===== config.mk =====
export PLATFORM = sky130hd
export DESIGN_NAME = pmvc_power_ctrl
export DESIGN_NICKNAME = d
export VERILOG_FILES = /design/src/hdl/pmvc_power_ctrl.v /design/src/hdl/pmvc_clk_div.v /design/src/hdl/pmvc_irq_prio.v
export VERILOG_INCLUDE_DIRS = /design/src /design/src/hdl
export SDC_FILE = /design/constraint.sdc
export NUM_CORES = 1
export LEC_CHECK = 0
export BUFFER_PORTS_ARGS = -buffer_cell sky130_fd_sc_hd__buf_2
export CORE_MARGIN = 4
export CORE_UTILIZATION = 48
export DETAILED_ROUTE_END_ITERATION = 6
export PLACE_DENSITY_LB_ADDON = 0.1
export SLEW_MARGIN = 10
export SYNTH_ARGS = -nofsm -noshare
export SYNTH_HDL_FRONTEND = slang
export SYNTH_HIERARCHICAL = 1
export SYNTH_SLANG_ARGS = --single-unit

===== constraint.sdc =====
create_clock -name aclk -period 3.2 [get_ports aclk]
set_clock_uncertainty 0.05 [all_clocks]
set_input_delay 0.32 -clock aclk [delete_from_list [all_inputs] [get_ports aclk]]
set_output_delay 0.32 -clock aclk [all_outputs]
set_load 0.02 [all_outputs]

===== src/hdl/pmvc_regs.vh =====
`ifndef PMVC_REGS_VH
`define PMVC_REGS_VH

// ----------------------------------------------------------------
// Register offsets (byte addresses)
// ----------------------------------------------------------------
`define PMVC_OFS_MISC 4'h0
`define PMVC_OFS_STATUS 4'h4
`define PMVC_OFS_VECTOR 4'h8

// ----------------------------------------------------------------
// Miscellaneous control fields and reset value
// ----------------------------------------------------------------
`define PMVC_BIT_SLOW 0
`define PMVC_BIT_MSCLK 1
`define PMVC_BIT_WAITREQ 2
`define PMVC_MISC_RESET 3'h0

// ----------------------------------------------------------------
// Clock division and restart timing
// ----------------------------------------------------------------
`define PMVC_DIV_RUN 6'h02
`define PMVC_DIV_SLOW 6'h20
`define PMVC_DIV_FAST 6'h01
`define PMVC_STAB_CYCLES 4096

// ----------------------------------------------------------------
// Vector addresses
// ----------------------------------------------------------------
`define PMVC_VEC_RESET 16'hFFFE
`define PMVC_VEC_PGA 16'hFFFA
`define PMVC_VEC_PGB 16'hFFF8
`define PMVC_VEC_MRZ 16'hFFF4
`define PMVC_VEC_MCD 16'hFFF2
`define PMVC_VEC_MEO 16'hFFF0
`define PMVC_VEC_SPI 16'hFFEE
`define PMVC_VEC_TA 16'hFFEC
`define PMVC_VEC_TB 16'hFFEA
`define PMVC_NUM_SRC 8

`endif


===== src/hdl/pmvc_power_ctrl.v =====
`timescale 1ns/10ps
`include "pmvc_regs.vh"

module pmvc_power_ctrl #(
	parameter STAB_CYCLES = `PMVC_STAB_CYCLES
) (
	// Clock and reset
	input wire aclk,
	input wire aresetn,
	// AXI4-Lite write address
	input wire [3:0] s_axi_awaddr,
	input wire s_axi_awvalid,
	output wire s_axi_awready,
	// AXI4-Lite write data
	input wire [31:0] s_axi_wdata,
	input wire [3:0] s_axi_wstrb,
	input wire s_axi_wvalid,
	output wire s_axi_wready,
	// AXI4-Lite write response
	output reg [1:0] s_axi_bresp,
	output reg s_axi_bvalid,
	input wire s_axi_bready,
	// AXI4-Lite read address
	input wire [3:0] s_axi_araddr,
	input wire s_axi_arvalid,
	output wire s_axi_arready,
	// AXI4-Lite read data
	output reg [31:0] s_axi_rdata,
	output reg [1:0] s_axi_rresp,
	output reg s_axi_rvalid,
	input wire s_axi_rready,
	// CPU core instruction interface
	input wire cpu_halt_instr,
	input wire cpu_wait_instr,
	input wire cpu_instr_end,
	input wire cpu_irq_mask,
	output reg cpu_irq_mask_clr,
	output reg cpu_irq_take,
	output reg [15:0] cpu_vector,
	output reg cpu_reset_fetch,
	// Interrupt sources
	input wire port_group_a_pin,
	input wire port_group_b_pin,
	input wire [2:0] motor_irq,
	input wire spi_irq,
	input wire timer_one_irq,
	input wire timer_two_irq,
	// Clocks and enables
	output wire osc_enable,
	output wire cpu_clk_en,
	output wire periph_clk_en,
	output wire motor_serial_clk_en,
	output wire [3:0] power_state
);
	// ------------------------------------------------------------
	// States
	// ------------------------------------------------------------
	localparam [3:0] ST_RUN = 4'h1;
	localparam [3:0] ST_WAIT = 4'h2;
	localparam [3:0] ST_HALT = 4'h4;
	localparam [3:0] ST_STAB = 4'h8;

	reg [3:0] state_q;
	reg [12:0] stab_q;
	reg wake_reset_q;
	reg [2:0] misc_q;
	reg pga_q;
	reg pgb_q;
	reg pga_prev_q;
	reg pgb_prev_q;
	reg aw_done_q;
	reg w_done_q;
	reg [3:0] awaddr_q;
	reg [31:0] wdata_q;
	reg wstrb_lo_q;
	wire [7:0] req;
	wire [7:0] grant;
	wire [15:0] vector;
	wire any_req;
	wire halt_wake;
	wire cpu_tick;
	wire periph_tick;
	wire ms_tick;
	wire wr_fire;

	// ------------------------------------------------------------
	// Request collection
	// ------------------------------------------------------------
	// Port groups come from their edge latches; the other sources are levels
	// that stay up until their owners clear them.
	// three motor requests
	// all eight slots hold request inputs
	assign req = {timer_two_irq, timer_one_irq, spi_irq, motor_irq[2],
		motor_irq[1], motor_irq[0], pgb_q, pga_q};
	assign halt_wake = pga_q | pgb_q;

	pmvc_irq_prio u_prio (
		.req(req),
		.any(any_req),
		.grant(grant),
		.vector(vector)
	);

	always @(posedge aclk) begin
		if (!aresetn) begin
			pga_q <= 1'b0;
			pgb_q <= 1'b0;
			pga_prev_q <= 1'b0;
			pgb_prev_q <= 1'b0;
		end else begin
			pga_prev_q <= port_group_a_pin;
			pgb_prev_q <= port_group_b_pin;
			// A new edge wins over the clear in the same cycle.
			if (port_group_a_pin && !pga_prev_q) begin
				pga_q <= 1'b1;
			end else if (cpu_irq_take && grant[0]) begin
				pga_q <= 1'b0;
			end
			if (port_group_b_pin && !pgb_prev_q) begin
				pgb_q <= 1'b1;
			end else if (cpu_irq_take && grant[1]) begin
				pgb_q <= 1'b0;
			end
		end
	end

	// ------------------------------------------------------------
	// Power mode sequencer
	// ------------------------------------------------------------
	always @(posedge aclk) begin
		if (!aresetn) begin
			state_q <= ST_RUN;
			stab_q <= 13'h0000;
			wake_reset_q <= 1'b0;
			cpu_irq_mask_clr <= 1'b0;
			cpu_irq_take <= 1'b0;
			cpu_vector <= `PMVC_VEC_RESET;
			cpu_reset_fetch <= 1'b1;
		end else begin
			cpu_irq_mask_clr <= 1'b0;
			cpu_irq_take <= 1'b0;
			cpu_reset_fetch <= 1'b0;
			case (state_q)
				ST_RUN: begin
					if (cpu_halt_instr) begin
						state_q <= ST_HALT;
						cpu_irq_mask_clr <= 1'b1;
					end else if (cpu_wait_instr || misc_q[`PMVC_BIT_WAITREQ]) begin
						state_q <= ST_WAIT;
						cpu_irq_mask_clr <= 1'b1;
					end else if (any_req && !cpu_irq_mask && cpu_instr_end) begin
						cpu_irq_take <= 1'b1;
						cpu_vector <= vector;
					end
				end
				ST_WAIT: begin
					if (any_req) begin
						state_q <= ST_RUN;
						cpu_irq_take <= 1'b1;
						cpu_vector <= vector;
					end
				end
				ST_HALT: begin
					// Reset leaves HALT through the synchronous reset itself, so only
					// an interrupt is ever recorded here as the cause.
					// restart on wake
					if (halt_wake) begin
						state_q <= ST_STAB;
						stab_q <= 13'h0000;
						wake_reset_q <= 1'b0;
					end
				end
				ST_STAB: begin
					// Only CPU ticks are counted, so the delay stays in CPU cycles
					// whichever divider SLOW mode has selected.
					if (cpu_tick) begin
						if (stab_q == STAB_CYCLES - 1) begin
							state_q <= ST_RUN;
							if (wake_reset_q) begin
								cpu_reset_fetch <= 1'b1;
								cpu_vector <= `PMVC_VEC_RESET;
							end else begin
								cpu_irq_take <= 1'b1;
								cpu_vector <= vector;
							end
						end else begin
							stab_q <= stab_q + 13'h0001;
						end
					end
				end
				default: state_q <= ST_RUN;
			endcase
		end
	end

	// ------------------------------------------------------------
	// Clock generation
	// ------------------------------------------------------------
	// oscillator off in halt
	assign osc_enable = (state_q != ST_HALT);

	// Both dividers restart from zero when the oscillator returns, so the
	// first enable after HALT comes one full period after the restart.
	// slow select
	pmvc_clk_div u_cpu_div (
		.aclk(aclk),
		.aresetn(aresetn),
		.run(osc_enable),
		.div_i(misc_q[`PMVC_BIT_SLOW] ? `PMVC_DIV_SLOW : `PMVC_DIV_RUN),
		.tick(periph_tick)
	);

	pmvc_clk_div u_ms_div (
		.aclk(aclk),
		.aresetn(aresetn),
		.run(osc_enable),
		.div_i(misc_q[`PMVC_BIT_MSCLK] ? `PMVC_DIV_FAST : `PMVC_DIV_RUN),
		.tick(ms_tick)
	);

	// only the CPU stops in wait
	assign cpu_tick = periph_tick;
	assign cpu_clk_en = periph_tick && (state_q == ST_RUN);
	assign periph_clk_en = periph_tick;
	assign motor_serial_clk_en = ms_tick;
	assign power_state = state_q;

	// ------------------------------------------------------------
	// AXI4-Lite slave
	// ------------------------------------------------------------
	// Each address and data beat is taken once and not again until the response
	// has been handed over, so one write at most is under way.
	assign s_axi_awready = !aw_done_q && !s_axi_bvalid;
	assign s_axi_wready = !w_done_q && !s_axi_bvalid;
	assign s_axi_arready = !s_axi_rvalid;
	assign wr_fire = (aw_done_q || (s_axi_awvalid && s_axi_awready))
		&& (w_done_q || (s_axi_wvalid && s_axi_wready));

	always @(posedge aclk) begin
		if (!aresetn) begin
			aw_done_q <= 1'b0;
			w_done_q <= 1'b0;
			awaddr_q <= 4'h0;
			wdata_q <= 32'h00000000;
			wstrb_lo_q <= 1'b0;
			misc_q <= `PMVC_MISC_RESET;
			s_axi_bvalid <= 1'b0;
			s_axi_bresp <= 2'h0;
		end else begin
			if (s_axi_awvalid && s_axi_awready) begin
				awaddr_q <= s_axi_awaddr;
				aw_done_q <= 1'b1;
			end
			if (s_axi_wvalid && s_axi_wready) begin
				wdata_q <= s_axi_wdata;
				wstrb_lo_q <= s_axi_wstrb[0];
				w_done_q <= 1'b1;
			end
			if (wr_fire) begin
				aw_done_q <= 1'b0;
				w_done_q <= 1'b0;
				s_axi_bvalid <= 1'b1;
				if ((aw_done_q ? awaddr_q : s_axi_awaddr) == `PMVC_OFS_MISC) begin
					s_axi_bresp <= 2'h0;
					// A data beat taken before its address keeps its own strobe.
					if (w_done_q ? wstrb_lo_q : s_axi_wstrb[0]) begin
						misc_q <= w_done_q ? wdata_q[2:0] : s_axi_wdata[2:0];
					end
				end else begin
					s_axi_bresp <= 2'h2;
				end
			end else if (s_axi_bvalid && s_axi_bready) begin
				s_axi_bvalid <= 1'b0;
			end
			// The wait request bit is one-shot: it clears once wait is entered.
			if (state_q == ST_WAIT && misc_q[`PMVC_BIT_WAITREQ] && !wr_fire) begin
				misc_q[`PMVC_BIT_WAITREQ] <= 1'b0;
			end
		end
	end

	// Read data is registered, so rvalid and rdata rise together on the same
	// edge that takes the address.
	always @(posedge aclk) begin
		if (!aresetn) begin
			s_axi_rvalid <= 1'b0;
			s_axi_rdata <= 32'h00000000;
			s_axi_rresp <= 2'h0;
		end else if (s_axi_arvalid && s_axi_arready) begin
			s_axi_rvalid <= 1'b1;
			s_axi_rresp <= 2'h0;
			case (s_axi_araddr)
				`PMVC_OFS_MISC: s_axi_rdata <= {29'h00000000, misc_q};
				`PMVC_OFS_STATUS: s_axi_rdata <= {20'h00000, req, state_q};
				`PMVC_OFS_VECTOR: s_axi_rdata <= {16'h0000, cpu_vector};
				default: begin
					s_axi_rdata <= 32'h00000000;
					s_axi_rresp <= 2'h2;
				end
			endcase
		end else if (s_axi_rvalid && s_axi_rready) begin
			s_axi_rvalid <= 1'b0;
		end
	end
endmodule // pmvc_power_ctrl


===== src/hdl/pmvc_clk_div.v =====
`timescale 1ns/10ps

// ----------------------------------------------------------------
// Divider producing a one-cycle enable every div_i cycles
// ----------------------------------------------------------------
module pmvc_clk_div (
	// Clock and reset
	input wire aclk,
	input wire aresetn,
	// Control
	input wire run,
	input wire [5:0] div_i,
	// Enable
	output wire tick
);
	reg [5:0] cnt_q;

	assign tick = run && (cnt_q >= div_i - 6'h01);

	always @(posedge aclk) begin
		if (!aresetn) begin
			cnt_q <= 6'h00;
		end else if (!run || tick) begin
			cnt_q <= 6'h00;
		end else begin
			cnt_q <= cnt_q + 6'h01;
		end
	end
endmodule // pmvc_clk_div


===== src/hdl/pmvc_irq_prio.v =====
`timescale 1ns/10ps
`include "pmvc_regs.vh"

// ----------------------------------------------------------------
// Fixed-priority selection of the pending source and its vector
// ----------------------------------------------------------------
module pmvc_irq_prio (
	// Requests, bit 0 highest priority
	input wire [7:0] req,
	// Selection
	output reg any,
	output reg [7:0] grant,
	output reg [15:0] vector
);
	function [15:0] vec_of;
		input [2:0] idx;
		begin
			case (idx)
				3'h0: vec_of = `PMVC_VEC_PGA;
				3'h1: vec_of = `PMVC_VEC_PGB;
				3'h2: vec_of = `PMVC_VEC_MRZ;
				3'h3: vec_of = `PMVC_VEC_MCD;
				3'h4: vec_of = `PMVC_VEC_MEO;
				3'h5: vec_of = `PMVC_VEC_SPI;
				3'h6: vec_of = `PMVC_VEC_TA;
				default: vec_of = `PMVC_VEC_TB;
			endcase
		end
	endfunction

	integer i;

	always @* begin
		any = 1'b0;
		grant = 8'h00;
		vector = `PMVC_VEC_RESET;
		for (i = `PMVC_NUM_SRC - 1; i >= 0; i = i - 1) begin
			if (req[i]) begin
				any = 1'b1;
				grant = 8'h01 << i;
				vector = vec_of(i[2:0]);
			end
		end
	end
endmodule // pmvc_irq_prio


==> results.yml <==
drt:
  route.detailed.drc: 0
  dr.pass1.iters: 4
  viasPerCell: 5.21
  wl_per_cell_um: 14.5
  drt_wl_total_um: 10900
  dr_total_vias: 3911
  drt_iter0_drc: 163
  drtAntennaViolNets: 0
status:
  violations: "setup timing"
  status: "finished, violations left"
placed_design:
  dpl_cell_area_sq_um: 5120
  numPlacedInstances: 728
  place_congestion: 0.793
  numPortBuffers: 80
  post-dp-hpwl_um: 7980
global_routing:
  grt_pass1_vias: 3877
  grt_pass1_wl_um: 17800
  grt_overflow: 0
  grt_use_total: 0.194
  antenna_found_initial: 0
  grt_max_degree: 31
sta:
  holdWs_ps: 90.2
  tightest_slew_ps: 584
  rsz0062_at_grt: "yes"
  max_freq_mhz: 311
  setup_slack_ps: -19.6
  period_share: 1.01
  finalHoldViolCount: 0
  setup_violations: 2
  relSlewSlack: 0.611
  maxSlewViolCount: 0
  post-route-min-period_ps: 3220
cells_and_area:
  fill_cells: 895
  final_cells: 750
  antennaDiodeCount: 0
  postLayoutCellArea_sq_um: 5450
  syn_to_final_growth_pct: 17.3
  nets: 697
  fin_util: 0.585
  drive_gt1_frac: 0.262
job:
  cap_violations: 0
setup_path:
  end_kind: "flop"
  critPathArrivalTime_ps: 3470
  start_kind: "flop"
  crit_required_ps: 3450
  critPathMaxFanout: 7
  slowest_stage: "or4_4"
  worstPathCellList: "inv_2, or3_4, nor3_4, xnor2_2, ha_1, nand4_1, nor2_1, o21a_1, and3b_2, o2bb2ai_4, a211o_4, buf_6, or4_4, nand2_1"
  slowest_delay_ps: 500
  crit_type: "reg2reg"
cts:
  clk_latency_ps: 360
  h-tree-depth: 3
  cts.reportedPaths.clkPinSlew_ps: 80
  cts_tree: "done"
  cts.hold.buffers_added: 0
  root_buffer: "clkbuf_8"
  cts.sinks: 85
  ctsLongestPathBuffers: 2
  cts_inserted_buffers: 9
power_and_ir_drop:
  leakagePower_uw: 0.00221
  vdd_drop_max_mv: 0.291
  power_density_nw_per_um2: 415
  total_power_uw: 2270
die:
  fp.dieH_um: 106
  start_util: 0.498
  io_pins: 131
  dieArea_sq_um: 11300
  die_w_um: 106
  num_rows: 35
  core_area_sq_um: 9330
yosys:
  postSynthCellCount: 514
  synth_area_sq_um: 4650
  postSynthAreaPerCell_sq_um: 9.05
  yosys_warnings: 6
min_path:
  hold_path_class: "in2reg"
[area by class of cell]
type | instances | area, sq um | area share
well taps | 129 | 161 | 0.0296
clock inverters | 3 | 21.3 | 0.00390
clock buffers | 12 | 145 | 0.0266
inverters | 18 | 67.6 | 0.0124
multi-input cells | 400 | 2740 | 0.503
repair buffers | 103 | 613 | 0.112
flip-flops and latches | 85 | 1700 | 0.312
[layout by cell type, fill, tap and decap left out, drive strengths merged, types with 2 or more instances in the layout]
| cell type | instances |
|---|---|
| o22ai | 2 |
| nor2 | 54 |
| nor3b | 3 |
| nand4 | 5 |
| dfxtp | 85 |
| o21a | 3 |
| or3b | 3 |
| xor2 | 11 |
| clkbuf | 12 |
| inv | 18 |
| a22o | 10 |
| a22oi | 4 |
| or3 | 7 |
| or2 | 2 |
| nor3 | 6 |
| nand2 | 42 |
| nor4 | 5 |
| xnor2 | 7 |
| conb | 49 |
| and3 | 3 |
| o21ai | 17 |
| a211oi | 3 |
| a21oi | 34 |
| or4 | 6 |
| nor2b | 8 |
| o2111a | 2 |
| mux2i | 17 |
| nand2b | 6 |
| o41a | 15 |
| buf | 103 |
| a31oi | 2 |
| o31ai | 5 |
| ha | 17 |
| clkinv | 2 |
| and2 | 6 |
| a211o | 16 |
| nor4b | 3 |
| nand3 | 15 |
[worst max-delay path: cells and delay by family, from the launching register on]
kind / cells / cell delay, ps
AND/OR/NAND/NOR: 7 / 1590
XOR/XNOR: 1 / 100
adder cells (fa/ha/maj): 1 / 330
flip-flops: 1 / 340
AO/OA/AOI/OAI: 3 / 580
buffers and inverters: 2 / 170
[path summary, 6_finish.rpt]
check,endpoint,startpoint,cells after the start,slack (ps)
worst max register to register,stab_q[5]$_SDFFE_PN0P_,misc_q[0]$_SDFFE_PN0P_,14,-20
worst max-delay path,stab_q[5]$_SDFFE_PN0P_,misc_q[0]$_SDFFE_PN0P_,14,-20
worst min register to register,s_axi_rdata[11]$_SDFFE_PN0P_,s_axi_rdata[11]$_SDFFE_PN0P_,2,400
worst min-delay path,s_axi_rvalid$_SDFFE_PN0P_,s_axi_rready,2,90
[power by group]
group | internal, uW | total [uW] | switching (uW)
clock | 301 | 673 | 371
sequential | 1110 | 1170 | 57.2
combinational | 175 | 427 | 251
[what timing repair did]
action                                  CTS  global route
setup buffers                             2             5
pin swaps                                 1            21
resized for setup                         0            24
endpoints found under the setup margin    2            21
[routing by layer]
layer	GRT usage	routed length (um)	share of wire
met5	0	0	0
met4	0.0475	97	0.0089
met3	0.0553	525	0.048
met2	0.326	5280	0.48
met1	0.245	5000	0.46
[stage by stage]
stage	setup WS, ps	setup TNS [ps]
finish	-19.6	-30.1
CTS	22.2	0
detailed placement	-9.55	-9.55
global placement	112	0
floorplan	11.2	0
global route	-164	-1250
[state kept, by name, indices dropped and copies added, names as in the netlist, 3 cells and up]
| name | flops |
|---|---|
| awaddr_q | 4 |
| cpu_vector | 16 |
| misc_q | 3 |
| power_state | 4 |
| s_axi_rdata | 16 |
| stab_q | 13 |
| u_cpu_div/cnt_q | 6 |
| u_ms_div/cnt_q | 6 |
| wdata_q | 3 |
Power figures use the tool's default switching activity.
